--- src/inc/apfc_pkg.sv ---
// Constants, register map and rate timing of the converter sequencer
// Operation
// Convert only the one selected channel
// Channel and rate fields steer later conversions
// Compare enable picks plain or power-fail
// Start bit one begins converting
// Normal mode stores result, raises interrupt
// Next conversion follows at once
// Register write aborts and restarts conversion
// Start bit zero halts conversion at once
// Power-fail stores, compares, gates interrupt
// Condition zero: interrupt when high >= threshold
// Condition one: interrupt when high < threshold
// Unread result is overwritten by newer
// Software waits 14 us enable to start
// Skipping enable means discard first result
// Power-fail use always needs enable first
// Interval after channel change equals conversion time
// Conversion time includes the sampling time
// Standby stops converting
// Result is 16 bits, left-justified, low zero
// Threshold is 8 bits against high bits
// Interrupt is one pulse with result update
`default_nettype none
package apfc_pkg;
  // ****************************************
  // Register map, byte addresses
  // ****************************************
  localparam int ADDR_W = 8;
  localparam logic [7:0] OFS_MODE = 8'h00; // Converter mode
  localparam logic [7:0] OFS_CHAN = 8'h04; // Channel select
  localparam logic [7:0] OFS_RES  = 8'h08; // Conversion result
  localparam logic [7:0] OFS_CMPM = 8'h0c; // Compare mode
  localparam logic [7:0] OFS_THR  = 8'h10; // Compare threshold
  // ****************************************
  // Field layout and reset values
  // ****************************************
  localparam int START_BIT = 7;   // Conversion start
  localparam int RATE_LSB  = 3;   // Rate field low bit
  localparam int RATE_W    = 3;   // Rate field width
  localparam int EN_BIT    = 0;   // Converter enable
  localparam int CMP_EN    = 7;   // Compare enable
  localparam int CMP_COND  = 6;   // Condition select
  localparam int CHAN_W    = 3;   // Channel field width
  localparam int RES_W     = 10;  // Conversion bits
  localparam int RES_PAD   = 6;   // Zero pad bits
  localparam int RES_MSB   = 15;  // Result top bit
  localparam int THR_W     = 8;   // Threshold width
  localparam int CNT_W     = 9;   // Cycle counter width
  localparam logic [7:0] REG_RST = 8'h00;
  localparam logic [RES_W-1:0] SAR_INIT = 10'h200;
  localparam logic [3:0] SAR_TOP = 4'h9;
  localparam logic [1:0] RESP_OKAY = 2'b00;
  localparam logic [1:0] RESP_SLVERR = 2'b10;
  // ****************************************
  // Rate timing in system clock cycles
  // ****************************************
  typedef struct packed {
    logic [CNT_W-1:0] conv; // Whole conversion
    logic [CNT_W-1:0] samp; // Sampling part
    logic [CNT_W-1:0] step; // One bit decision
    logic [CNT_W-1:0] dly;  // Start delay
  } apfc_tim_t;
  localparam apfc_tim_t TIM_0 = {9'h120, 9'h028, 9'h018, 9'h020};
  localparam apfc_tim_t TIM_1 = {9'h0f0, 9'h020, 9'h014, 9'h01c};
  localparam apfc_tim_t TIM_2 = {9'h0c0, 9'h018, 9'h010, 9'h018};
  localparam apfc_tim_t TIM_4 = {9'h090, 9'h014, 9'h00c, 9'h010};
  localparam apfc_tim_t TIM_5 = {9'h078, 9'h010, 9'h00a, 9'h00e};
  localparam apfc_tim_t TIM_6 = {9'h060, 9'h00c, 9'h008, 9'h00c};
  // Timing of a rate code; prohibited codes run slowest
  function automatic apfc_tim_t rate_timing(input logic [RATE_W-1:0] rate);
    case (rate)
      3'h1:    rate_timing = TIM_1;
      3'h2:    rate_timing = TIM_2;
      3'h4:    rate_timing = TIM_4;
      3'h5:    rate_timing = TIM_5;
      3'h6:    rate_timing = TIM_6;
      default: rate_timing = TIM_0;
    endcase
  endfunction
endpackage
`default_nettype wire

--- src/rtl/apfc_top.sv ---
// Converter sequencer with power-fail compare and AXI4-Lite registers
//
// Our own choices: the placing of the registers and the AXI4-Lite register port.
`timescale 1ns/1ps
`default_nettype none
module apfc_top
  import apfc_pkg::*;
(
  // Clock and reset
  input  wire logic                       CLK_SYS,
  input  wire logic                       RST_N,
  // AXI4-Lite write address
  input  wire logic                       S_AXI_AWVALID,
  output logic                            S_AXI_AWREADY,
  input  wire logic [apfc_pkg::ADDR_W-1:0] S_AXI_AWADDR,
  // AXI4-Lite write data
  input  wire logic                       S_AXI_WVALID,
  output logic                            S_AXI_WREADY,
  input  wire logic [31:0]                S_AXI_WDATA,
  input  wire logic [3:0]                 S_AXI_WSTRB,
  // AXI4-Lite write response
  output logic                            S_AXI_BVALID,
  input  wire logic                       S_AXI_BREADY,
  output logic [1:0]                      S_AXI_BRESP,
  // AXI4-Lite read address
  input  wire logic                       S_AXI_ARVALID,
  output logic                            S_AXI_ARREADY,
  input  wire logic [apfc_pkg::ADDR_W-1:0] S_AXI_ARADDR,
  // AXI4-Lite read data
  output logic                            S_AXI_RVALID,
  input  wire logic                       S_AXI_RREADY,
  output logic [31:0]                     S_AXI_RDATA,
  output logic [1:0]                      S_AXI_RRESP,
  // Analog front end
  input  wire logic                       CMP_HIGH,
  output logic [apfc_pkg::CHAN_W-1:0]     CH_SEL,
  output logic                            SAMPLE_HOLD,
  output logic [apfc_pkg::RES_W-1:0]      DAC_TAP,
  output logic                            CONV_ENABLE,
  // Power and interrupt
  input  wire logic                       STANDBY,
  output logic                            CONV_END_IRQ
);
  import apfc_pkg::*;

  // ****************************************
  // Types
  // ****************************************
  typedef enum logic [3:0] {
    ST_IDLE   = 4'b0001, // Stopped
    ST_DELAY  = 4'b0010, // Start delay
    ST_SAMPLE = 4'b0100, // Sample and hold open
    ST_CONV   = 4'b1000  // Bit decisions
  } apfc_state_t;
  localparam int ST_SAMPLE_BIT = 2; // Sample state bit

  typedef struct packed {
    apfc_state_t      st;      // Sequencer state
    logic [CNT_W-1:0] cnt;     // Cycles in conversion
    logic [CNT_W-1:0] scnt;    // Cycles in bit step
    logic [7:0]       mode;    // Converter mode reg
    logic [CHAN_W-1:0] chan;   // Channel select reg
    logic [7:0]       cmpm;    // Compare mode reg
    logic [7:0]       thr;     // Compare threshold reg
    logic [15:0]      res;     // Conversion result reg
    logic             upd;     // Result stored pulse
    logic             irq;     // Interrupt pulse
    logic             sclr;    // Approximation clear
    logic             sstep;   // Approximation step
    logic             cmp1;    // Comparator sync 1
    logic             cmp2;    // Comparator sync 2
    logic             awa;     // Write address held
    logic [ADDR_W-1:0] waddr;  // Held write address
    logic             wa;      // Write data held
    logic [31:0]      wdata;   // Held write data
    logic [3:0]       wstrb;   // Held byte strobes
    logic             awready; // Address ready
    logic             wready;  // Data ready
    logic             bvalid;  // Response valid
    logic [1:0]       bresp;   // Response code
    logic             arready; // Read address ready
    logic             rvalid;  // Read data valid
    logic [31:0]      rdata;   // Read data
    logic [1:0]       rresp;   // Read response code
  } apfc_regs_t;

  // ****************************************
  // Signals
  // ****************************************
  logic             rst_s1;  // Reset sync stage 1
  logic             rst_n;   // Synchronised reset
  apfc_regs_t       r;       // Registered state
  apfc_regs_t       n;       // Next state
  apfc_tim_t        tim;     // Timing of rate field
  logic             wr_go;   // Write performed now
  logic             reg_wr;  // Control reg written
  logic [THR_W-1:0] hi;      // Upper result bits
  logic             cond;    // Interrupt condition
  logic [RES_W-1:0] sar_tap; // Approximation value

  // ****************************************
  // Reset release
  // ****************************************
  // Two stage release of the asynchronous reset
  always_ff @(posedge CLK_SYS or negedge RST_N)
  begin
    if (!RST_N)
    begin
      rst_s1 <= 1'b0;
      rst_n  <= 1'b0;
    end
    else
    begin
      rst_s1 <= 1'b1;
      rst_n  <= rst_s1;
    end
  end

  // ****************************************
  // Approximation register
  // ****************************************
  apfc_sar u_sar (
    .clk      (CLK_SYS),
    .rst_n    (rst_n),
    .clear    (r.sclr),
    .step     (r.sstep),
    .cmp_high (r.cmp2),
    .tap      (sar_tap)
  );

  // ****************************************
  // Next state
  // ****************************************
  // Bus slave, register file and conversion sequencer
  always_comb
  begin
    n = r;
    reg_wr = 1'b0;
    n.upd = 1'b0;
    n.irq = 1'b0;
    n.sclr = 1'b0;
    n.sstep = 1'b0;
    // Comparator passes two flops
    n.cmp1 = CMP_HIGH;
    n.cmp2 = r.cmp1;
    tim = rate_timing(r.mode[RATE_LSB +: RATE_W]);
    // Upper result bits against threshold
    hi = sar_tap[RES_W-1 -: THR_W];
    if (!r.cmpm[CMP_EN])
      cond = 1'b1;
    else if (r.cmpm[CMP_COND])
      cond = (hi < r.thr);
    else
      cond = (hi >= r.thr);

    // Capture write address and data
    if (S_AXI_AWVALID && r.awready)
    begin
      n.awa = 1'b1;
      n.waddr = S_AXI_AWADDR;
    end
    if (S_AXI_WVALID && r.wready)
    begin
      n.wa = 1'b1;
      n.wdata = S_AXI_WDATA;
      n.wstrb = S_AXI_WSTRB;
    end

    // Perform write once both halves are held
    wr_go = r.awa && r.wa && !r.bvalid;
    if (wr_go)
    begin
      n.awa = 1'b0;
      n.wa = 1'b0;
      n.bvalid = 1'b1;
      n.bresp = RESP_OKAY;
      unique case (r.waddr)
        OFS_MODE:
        begin
          // Start, rate and enable bits
          if (r.wstrb[0])
          begin
            n.mode = r.wdata[7:0];
            reg_wr = 1'b1;
          end
        end
        OFS_CHAN:
        begin
          // Single selected channel
          if (r.wstrb[0])
          begin
            n.chan = r.wdata[CHAN_W-1:0];
            reg_wr = 1'b1;
          end
        end
        OFS_CMPM:
        begin
          // Only enable and condition bits kept
          if (r.wstrb[0])
          begin
            n.cmpm = REG_RST;
            n.cmpm[CMP_EN] = r.wdata[CMP_EN];
            n.cmpm[CMP_COND] = r.wdata[CMP_COND];
            reg_wr = 1'b1;
          end
        end
        OFS_THR:
        begin
          // Threshold byte
          if (r.wstrb[0])
          begin
            n.thr = r.wdata[THR_W-1:0];
            reg_wr = 1'b1;
          end
        end
        OFS_RES:
        begin
          // Result is read only, write ignored
          n.bresp = RESP_OKAY;
        end
        default:
          n.bresp = RESP_SLVERR; // Unmapped
      endcase
    end
    // Response taken by master
    if (r.bvalid && S_AXI_BREADY)
      n.bvalid = 1'b0;
    n.awready = !n.awa && !n.bvalid;
    n.wready = !n.wa && !n.bvalid;

    // Read address taken, data registered
    if (S_AXI_ARVALID && r.arready)
    begin
      n.rvalid = 1'b1;
      n.rresp = RESP_OKAY;
      n.rdata = 32'h0000_0000;
      unique case (S_AXI_ARADDR)
        OFS_MODE: n.rdata[7:0] = r.mode;
        OFS_CHAN: n.rdata[CHAN_W-1:0] = r.chan;
        OFS_RES:  n.rdata[15:0] = r.res;
        OFS_CMPM: n.rdata[7:0] = r.cmpm;
        OFS_THR:  n.rdata[7:0] = r.thr;
        default:  n.rresp = RESP_SLVERR; // Unmapped
      endcase
    end
    // Read data taken by master
    if (r.rvalid && S_AXI_RREADY)
      n.rvalid = 1'b0;
    n.arready = !n.rvalid;

    // Conversion sequencer
    if (STANDBY || !n.mode[START_BIT])
    begin
      // Standby or start bit clear stops at once
      n.st = ST_IDLE;
      n.cnt = '0;
      n.scnt = '0;
    end
    else if (r.st == ST_IDLE)
    begin
      // Fresh start runs the start delay first
      n.st = ST_DELAY;
      n.cnt = '0;
    end
    else if (reg_wr)
    begin
      // Write aborts, restart sampling now
      n.st = ST_SAMPLE;
      n.cnt = '0;
      n.sclr = 1'b1;
    end
    else
    begin
      unique case (r.st)
        ST_DELAY:
        begin
          // Wait out the start delay
          if (r.cnt == tim.dly - 9'h001)
          begin
            n.st = ST_SAMPLE;
            n.cnt = '0;
            n.sclr = 1'b1;
          end
          else
            n.cnt = r.cnt + 9'h001;
        end
        ST_SAMPLE:
        begin
          // Sampling is part of conversion time
          n.cnt = r.cnt + 9'h001;
          if (r.cnt == tim.samp - 9'h001)
          begin
            n.st = ST_CONV;
            n.scnt = '0;
          end
        end
        ST_CONV:
        begin
          // One bit decision per step period
          n.cnt = r.cnt + 9'h001;
          n.scnt = r.scnt + 9'h001;
          if (r.scnt == tim.step - 9'h001)
          begin
            n.sstep = 1'b1;
            n.scnt = '0;
          end
          if (r.cnt == tim.conv - 9'h001)
          begin
            // Store result, overwrite unread one
            n.res = {sar_tap, 6'h00};
            n.upd = 1'b1;
            n.irq = cond;
            // Next conversion follows at once
            n.st = ST_SAMPLE;
            n.cnt = '0;
            n.sclr = 1'b1;
          end
        end
        ST_IDLE:
          n.cnt = '0;
        default:
        begin
          // Illegal code recovers to idle
          n.st = ST_IDLE;
          n.cnt = '0;
        end
      endcase
    end
  end

  // ****************************************
  // State register
  // ****************************************
  // All sequencer and bus state of the block in one register
  always_ff @(posedge CLK_SYS or negedge rst_n)
  begin
    if (!rst_n)
    begin
      r <= '0;
      r.st <= ST_IDLE;
    end
    else
      r <= n;
  end

  // ****************************************
  // Outputs
  // ****************************************
  assign S_AXI_AWREADY = r.awready;
  assign S_AXI_WREADY  = r.wready;
  assign S_AXI_BVALID  = r.bvalid;
  assign S_AXI_BRESP   = r.bresp;
  assign S_AXI_ARREADY = r.arready;
  assign S_AXI_RVALID  = r.rvalid;
  assign S_AXI_RDATA   = r.rdata;
  assign S_AXI_RRESP   = r.rresp;
  assign CH_SEL        = r.chan;
  assign SAMPLE_HOLD   = r.st[ST_SAMPLE_BIT];
  assign DAC_TAP       = sar_tap;
  assign CONV_ENABLE   = r.mode[EN_BIT];
  assign CONV_END_IRQ  = r.irq;
endmodule
`default_nettype wire

--- src/rtl/apfc_sar.sv ---
// Successive approximation register stepping one bit per step pulse
`timescale 1ns/1ps
`default_nettype none
module apfc_sar
  import apfc_pkg::*;
(
  // Clock and reset
  input  wire logic             clk,
  input  wire logic             rst_n,
  // Control from the sequencer
  input  wire logic             clear,
  input  wire logic             step,
  input  wire logic             cmp_high,
  // Trial value and result
  output logic [RES_W-1:0]      tap
);
  // ****************************************
  // State
  // ****************************************
  typedef struct packed {
    logic [RES_W-1:0] trial; // Trial code and result
    logic [3:0]       idx;   // Bit under decision
    logic             busy;  // Decisions remain
  } apfc_sar_t;
  apfc_sar_t r;   // Registered state
  apfc_sar_t n;   // Next state

  // Next state: keep or drop bit, then try next one
  always_comb
  begin
    n = r;
    if (clear)
    begin
      n.trial = SAR_INIT;
      n.idx   = SAR_TOP;
      n.busy  = 1'b1;
    end
    else if (step && r.busy)
    begin
      // Drop bit when input below tap
      if (!cmp_high)
        n.trial[r.idx] = 1'b0;
      if (r.idx != 4'h0)
      begin
        n.trial[r.idx - 4'h1] = 1'b1;
        n.idx = r.idx - 4'h1;
      end
      else
        n.busy = 1'b0;
    end
  end

  // State register
  always_ff @(posedge clk or negedge rst_n)
  begin
    if (!rst_n)
      r <= '0;
    else
      r <= n;
  end

  assign tap = r.trial;
endmodule
`default_nettype wire

--- config.mk ---
export PLATFORM = sky130hd
export DESIGN_NAME = apfc_top
export DESIGN_NICKNAME = d
export VERILOG_FILES = /design/src/inc/apfc_pkg.sv /design/src/rtl/apfc_top.sv /design/src/rtl/apfc_sar.sv
export SDC_FILE = /design/constraint.sdc
export NUM_CORES = 1
export LEC_CHECK = 0
export BUFFER_PORTS_ARGS = -buffer_cell sky130_fd_sc_hd__clkbuf_2
export CORE_AREA = 2 2 137 126
export DETAILED_ROUTE_END_ITERATION = 10
export DIE_AREA = 0 0 139 128
export GPL_ROUTABILITY_DRIVEN = 0
export HOLD_SLACK_MARGIN = 0.15
export SLEW_MARGIN = 20
export SYNTH_ARGS = -nofsm -noshare
export SYNTH_HDL_FRONTEND = slang
export SYNTH_SLANG_ARGS = --single-unit
export TNS_END_PERCENT = 20
--- constraint.sdc ---
create_clock -name CLK_SYS -period 4.8 [get_ports CLK_SYS]
set_clock_uncertainty 0.2 [all_clocks]
set_input_delay 1.2 -clock CLK_SYS [delete_from_list [all_inputs] [get_ports CLK_SYS]]
set_output_delay 1.2 -clock CLK_SYS [all_outputs]
set_load 0.02 [all_outputs]
# == After elaboration in Yosys (flattened, before gate mapping) ==
# Index checks and enable logic that the tools add are counted.
# word_totals
wordCells,180
output_inout_bits,57
reg_bits,146
input_bits,61
# classes
reduce_logical,37
n_lt_le_gt_ge,6
n_eq_ne,28
add_sub_neg,7
bitwise,6
muxes,64
# ops
cell,count
$pmux W36 S5,1
$mux W8,7
$mux W9,6
$mux W13,3
$mux W37,1
$eq A9 B9 Y1,4
$sub A9 B1 Y9 const B,4
$mux W35,1
$eq A8 B4 Y1 const B,4
$mux W10,3
$mux W15,2
$mux W27,1
$pmux W9 S3,1
$mux W22,1
$pmux W5 S4,1
$mux W1,19
$add A9 B1 Y9 const B,2
$pmux W9 S2,1
$eq A8 B3 Y1 const B,2
$eq A8 B5 Y1 const B,2
$logic_not A8 Y1,2
$mux W3,5
$ne A5 B5 Y1 const B,3
$reduce_and A3 Y1,5
other kinds (37),67

# == Logic depth before layout (Yosys ltp) ==
# depth
word_depth,13
mapped_depth,12
depth_no_buf,10

# == Cells and area by module ==
# From an unflattened synthesis, not the netlist that was laid out.
# hier_totals
hier_cells,661
hier_area_um2,6673.9
# modules_own_cells
module,instances,seq_area_each_um2,area_each_um2,cells_each
apfc_top,1,2553.7,5841.9,575
apfc_sar,1,375.4,832.0,86

# == Worst setup path after synthesis ==
# No wires, ideal clock.
# synth_timing
kind,reg2reg
from,register r[133] (netlist name)
to,register r[137] (netlist name)
period_less_slack_ns,3.274
setup_time_ns,0.136
required_time_ns,4.464
path_buffers,2
t_arrival_ns,2.938
slack_ns,1.526
path_stages_with_launch,12
path_cell_list,dfrtp_1 > buf_2 > buf_2 > nand2b_1 > a21o_1 > ha_1 > xor2_1 > or3_1 > a2111oi_0 > a21oi_1 > or3b_2 > a21oi_1
# synth_via
elab_chain_len,9
elab_cells_between_ends,17
classes_between,2 x add/sub; 8 x eq/ne; 6 x mux; 1 x reduce/logical
# synth_rtl
item,line,rtl
from (decl),apfc_top.sv:92,apfc_regs_t r;
from (signal assigned),apfc_top.sv:343,r <= n;
$eq A3 B3 Y1 (tied with other cells),apfc_pkg.sv:72,case (rate)
$pmux W36 S5 (*),apfc_pkg.sv:72,
$sub A9 B1 Y9,apfc_top.sv:302,if (r.scnt == tim.step - 9'h001)
$eq A9 B9 Y1,apfc_top.sv:302,
$mux W9,apfc_top.sv:302,
$pmux W9 S2,apfc_top.sv:274,unique case (r.st)
$mux W9,apfc_top.sv:265,else if (reg_wr)
$mux W9,apfc_top.sv:259,else if (r.st == ST_IDLE)
$mux W22,apfc_top.sv:252,if (STANDBY || !n.mode[START_BIT])
# Every way passes the cells marked *; elsewhere a longest branch is shown, timed or not. The select of a mux whose other input is x is not followed.
# A chain may end at the register's enable or synchronous reset.

# == Worst setup path in the final report ==
# Ends and elaborated chain as after synthesis.

==> qor.txt <==
Total global-route track usage = 15.8%
Pins over their slew limit = 0
Startpoint class of the critical path = flop
Final sum of negative setup slack = 0 ps
# hold bufs at CTS = 0
Starting density of the core = 38.2%
Switch Pwr = 815 uW
Post-synthesis async set-or-reset flop share = 100%
Commonest cells post-synth = sky130_fd_sc_hd__dfrtp_1 (116), sky130_fd_sc_hd__nand2_1 (56), sky130_fd_sc_hd__buf_4 (49), sky130_fd_sc_hd__mux2_2 (42), sky130_fd_sc_hd__nor2_1 (42)
Share of the synthesized area in the top cell type = 46.3%
Multiplexer share of the synthesized area = 9.29%
Worst IR drop on VDD = 0.249 mV
Syn avg cell area = 10.1 sq um
Nets@finish = 734
I/O pin count = 118
RSZ-0062 raised after global routing = false
Post-synthesis register bit count = 117
Clock Root Buffer = sky130_fd_sc_hd__clkbuf_16
Number of endpoints with negative hold slack in the final report = 0
Proportion of power drawn by flip-flops and latches = 43.6%
Clock latency on the worst-skew pair = 420 ps
Detailed placement HPWL = 9550 um
Slew @ Worst Pin = 934 ps
H-tree Lvls = 4
Main combinational cell family by area after synthesis = simple AND/OR/NAND/NOR gates
Number of placement rows = 45
Vertical die dimension = 128 um
Horizontal die dimension = 139 um
Total power density per cell area = 405 nW/um^2
Fraction of the mapped netlist area in simple logic gates = 18.4%
WL/cell = 15.1 um
Net switching share of the total power = 28.2%
Classification of the worst-slack hold path = flop to flop
Setup-failing EPs final = 0
Number of enable-type register cells in the synthesized netlist = 0
Critical path data required time = 4900 ps
Share of synthesized area occupied by flip-flops and latches = 46.7%
Type of destination of the critical path = flop
Share of the clock period used by the worst path = 80.1%
Final critical delay including setup and external delays = 3840 ps
Internal Power = 2.07 mW
Cell count after placement = 848
Fraction of final layout cells sized beyond drive strength 1 = 24.5%
Die area = 17,800 sq um
Syn. warnings = 0
Run status = completed
Residual DRC count = 0
CTS tree = yes
Compound-gate portion of the synthesized area = 11.4%
Maximum number of pins on one net before global-route repair = 85
Part of the total power dissipated in the clock network = 41.0%
Routed vias/inst = 5.23
Length of the first detailed-routing pass in iterations = 4
Top post-synthesis cells by area = sky130_fd_sc_hd__dfrtp_1 (46%), sky130_fd_sc_hd__mux2_2 (7.5%), sky130_fd_sc_hd__buf_4 (5.9%)
First-pass GRT wire length = 22,500 um
Reported max-cap violation count = 0
Count of unique library cells instantiated by Yosys = 58
CORE AREA = 16,400 sq um
Overall routed net length = 13,300 um
Number of standard cells in the final layout excluding fillers = 884
Post-CTS setup buffers = 0
Worst slew margin relative to its limit = 36.1%
Static leakage = 3.25 nW
Number of instances in the synthesized netlist = 623
Signed area change from the synthesized netlist to the final layout = 13.8%
Initial antenna violation count = 0
Netlist Area Pre-Place = 6270 sq um
Critical Path Fanout Max = 25
Number of clock buffers inserted by TritonCTS = 17
Critical path type = flop to flop
Most used DFF post-synth = sky130_fd_sc_hd__dfrtp_1
CTS Sinks = 117
ANT nets after route = 0
Maximum buffer depth of the clock tree = 2
Total of cells resized after clock tree synthesis = 0
Largest area contributor in the netlist = sky130_fd_sc_hd__dfrtp_1
Count of vias placed by the detailed router = 4,622
Synthesized-area fraction occupied by xor and xnor cells = 2.79%
Clock input transition at the sequential cells of the worst setup and hold paths = 50 ps
Arithmetic-cell share of the synthesized area counting full adders, half adders and majority gates = 2.59%
Top-count cell post-synth = sky130_fd_sc_hd__dfrtp_1
Number of global-route vias before repair = 4,496
Total overflow reported by the global router = 0
Count of input and output buffers = 72
Endpoint arrival time on the critical path = 3940 ps
Peak Freq = 0.260 GHz
DRC violation total after the first TritonRoute iteration = 328
Part of the power in combinational logic = 15.5%
Ant. Diodes = 0
## per-stage QoR
stage | cell area, sq um | util, % | power (mW) | hold slack [ps] | worst slack (ps)
floorplan | 6340 | - | 1.60 | 131 | 1100
global placement | 6510 | 39.6 | 1.70 | 136 | 1100
detailed placement | 6510 | 39.6 | 1.72 | 146 | 1030
CTS | 7070 | 43.0 | 2.92 | 157 | 992
global route | 7140 | 43.4 | 3.04 | 163 | 642
finish | 7140 | 43.4 | 2.89 | 151 | 956
## registers in the layout, summed over array words and instances (netlist names)
name           count
r                 70
S_AXI_RDATA       16
u_sar.tap         10
u_sar.r            5
CH_SEL             3
CONV_ENABLE        1
CONV_END_IRQ       1
SAMPLE_HOLD        1
S_AXI_ARREADY      1
S_AXI_AWREADY      1
S_AXI_BRESP        1
S_AXI_BVALID       1
S_AXI_RRESP        1
S_AXI_RVALID       1
S_AXI_WREADY       1
n                  1
rst_n              1
rst_s1             1
## per-layer routing
| layer | vias to the layer above | GRT usage (%) | share of wire (%) |
|---|---|---|---|
| li1 | 2236 | - | - |
| met1 | 2254 | 21.4 | 49 |
| met2 | 109 | 23.8 | 45 |
| met3 | 23 | 4.59 | 4.0 |
| met4 | 0 | 6.77 | 2.1 |
| met5 | - | 0 | 0 |
## kinds of logic after synthesis
| family | Yosys count |
|---|---|
| compound gates | 111 |
| xor+xnor | 20 |
| fa+ha+maj | 13 |
| buf+inv | 94 |
| flops | 117 |
| mux | 53 |
| other cells | 2 |
| simple gates | 213 |
## layout make-up
| type | count | area [sq um] |
|---|---|---|
| Fill cell | 1607 | 9300 |
| Sequential cell | 117 | 2930 |
| Multi-Input combinational cell | 429 | 2870 |
| Clock buffer | 26 | 519 |
| Timing Repair Buffer | 80 | 458 |
| Tap cell | 211 | 264 |
| Inverter | 15 | 56.3 |
| Clock inverter | 6 | 42.5 |
## worst paths after layout
| path | endpoint | start | depth (start not counted) | slack, ps |
|---|---|---|---|---|
| worst max-delay path | r[137] | r[133] | 8 | 960 |
| worst min-delay path | rst_n | rst_s1 | 0 | 150 |
| worst max register to register | r[137] | r[133] | 8 | 960 |
| worst min register to register | rst_n | rst_s1 | 0 | 150 |
| max in group asynchronous | r[154] | rst_n | 3 | 2940 |
| min in group asynchronous | rst_n | RST_N | 1 | 360 |
## critical path, cell delays in order, from the launching register on
cell,delay (ps)
sky130_fd_sc_hd__dfrtp_1,830
sky130_fd_sc_hd__nand3b_1,350
sky130_fd_sc_hd__ha_1,310
sky130_fd_sc_hd__xor2_1,140
sky130_fd_sc_hd__or3_1,340
sky130_fd_sc_hd__a2111oi_0,830
sky130_fd_sc_hd__a21oi_1,360
sky130_fd_sc_hd__or3b_2,290
sky130_fd_sc_hd__a21oi_1,60
## power by group through the flow
| stage | Clock, mW | Sequential [mW] | Combinational (mW) |
|---|---|---|---|
| finish | 1.18 | 1.26 | 0.447 |
| global route | 1.26 | 1.28 | 0.501 |
| CTS | 1.21 | 1.27 | 0.435 |
| detailed placement | 0 | 1.29 | 0.433 |
| global placement | 0 | 1.28 | 0.416 |
| floorplan | 0 | 1.25 | 0.353 |
## cell usage in the layout (no fill, tap or decap), drive strengths merged, types with 3 or more instances in the layout
cell type	count
nand2b	6
xor2	8
nor4b	8
buf	6
mux2	42
a31oi	12
nor2b	13
a22o	8
a211oi	9
nand4b	3
nor4	14
nand3b	8
conb	19
clkinv	4
clkbuf	98
and3	8
nand3	14
or4	3
o211ai	3
o21ai	28
nand2	56
or2	5
xnor2	12
nor2	42
a21oi	24
ha	13
nor3b	4
dfrtp	116
and2	3
nor3	10
nand4	4
or3	4
inv	15
mux2i	11
a21o	6
o31ai	6
Power figures use the tool's default switching activity.
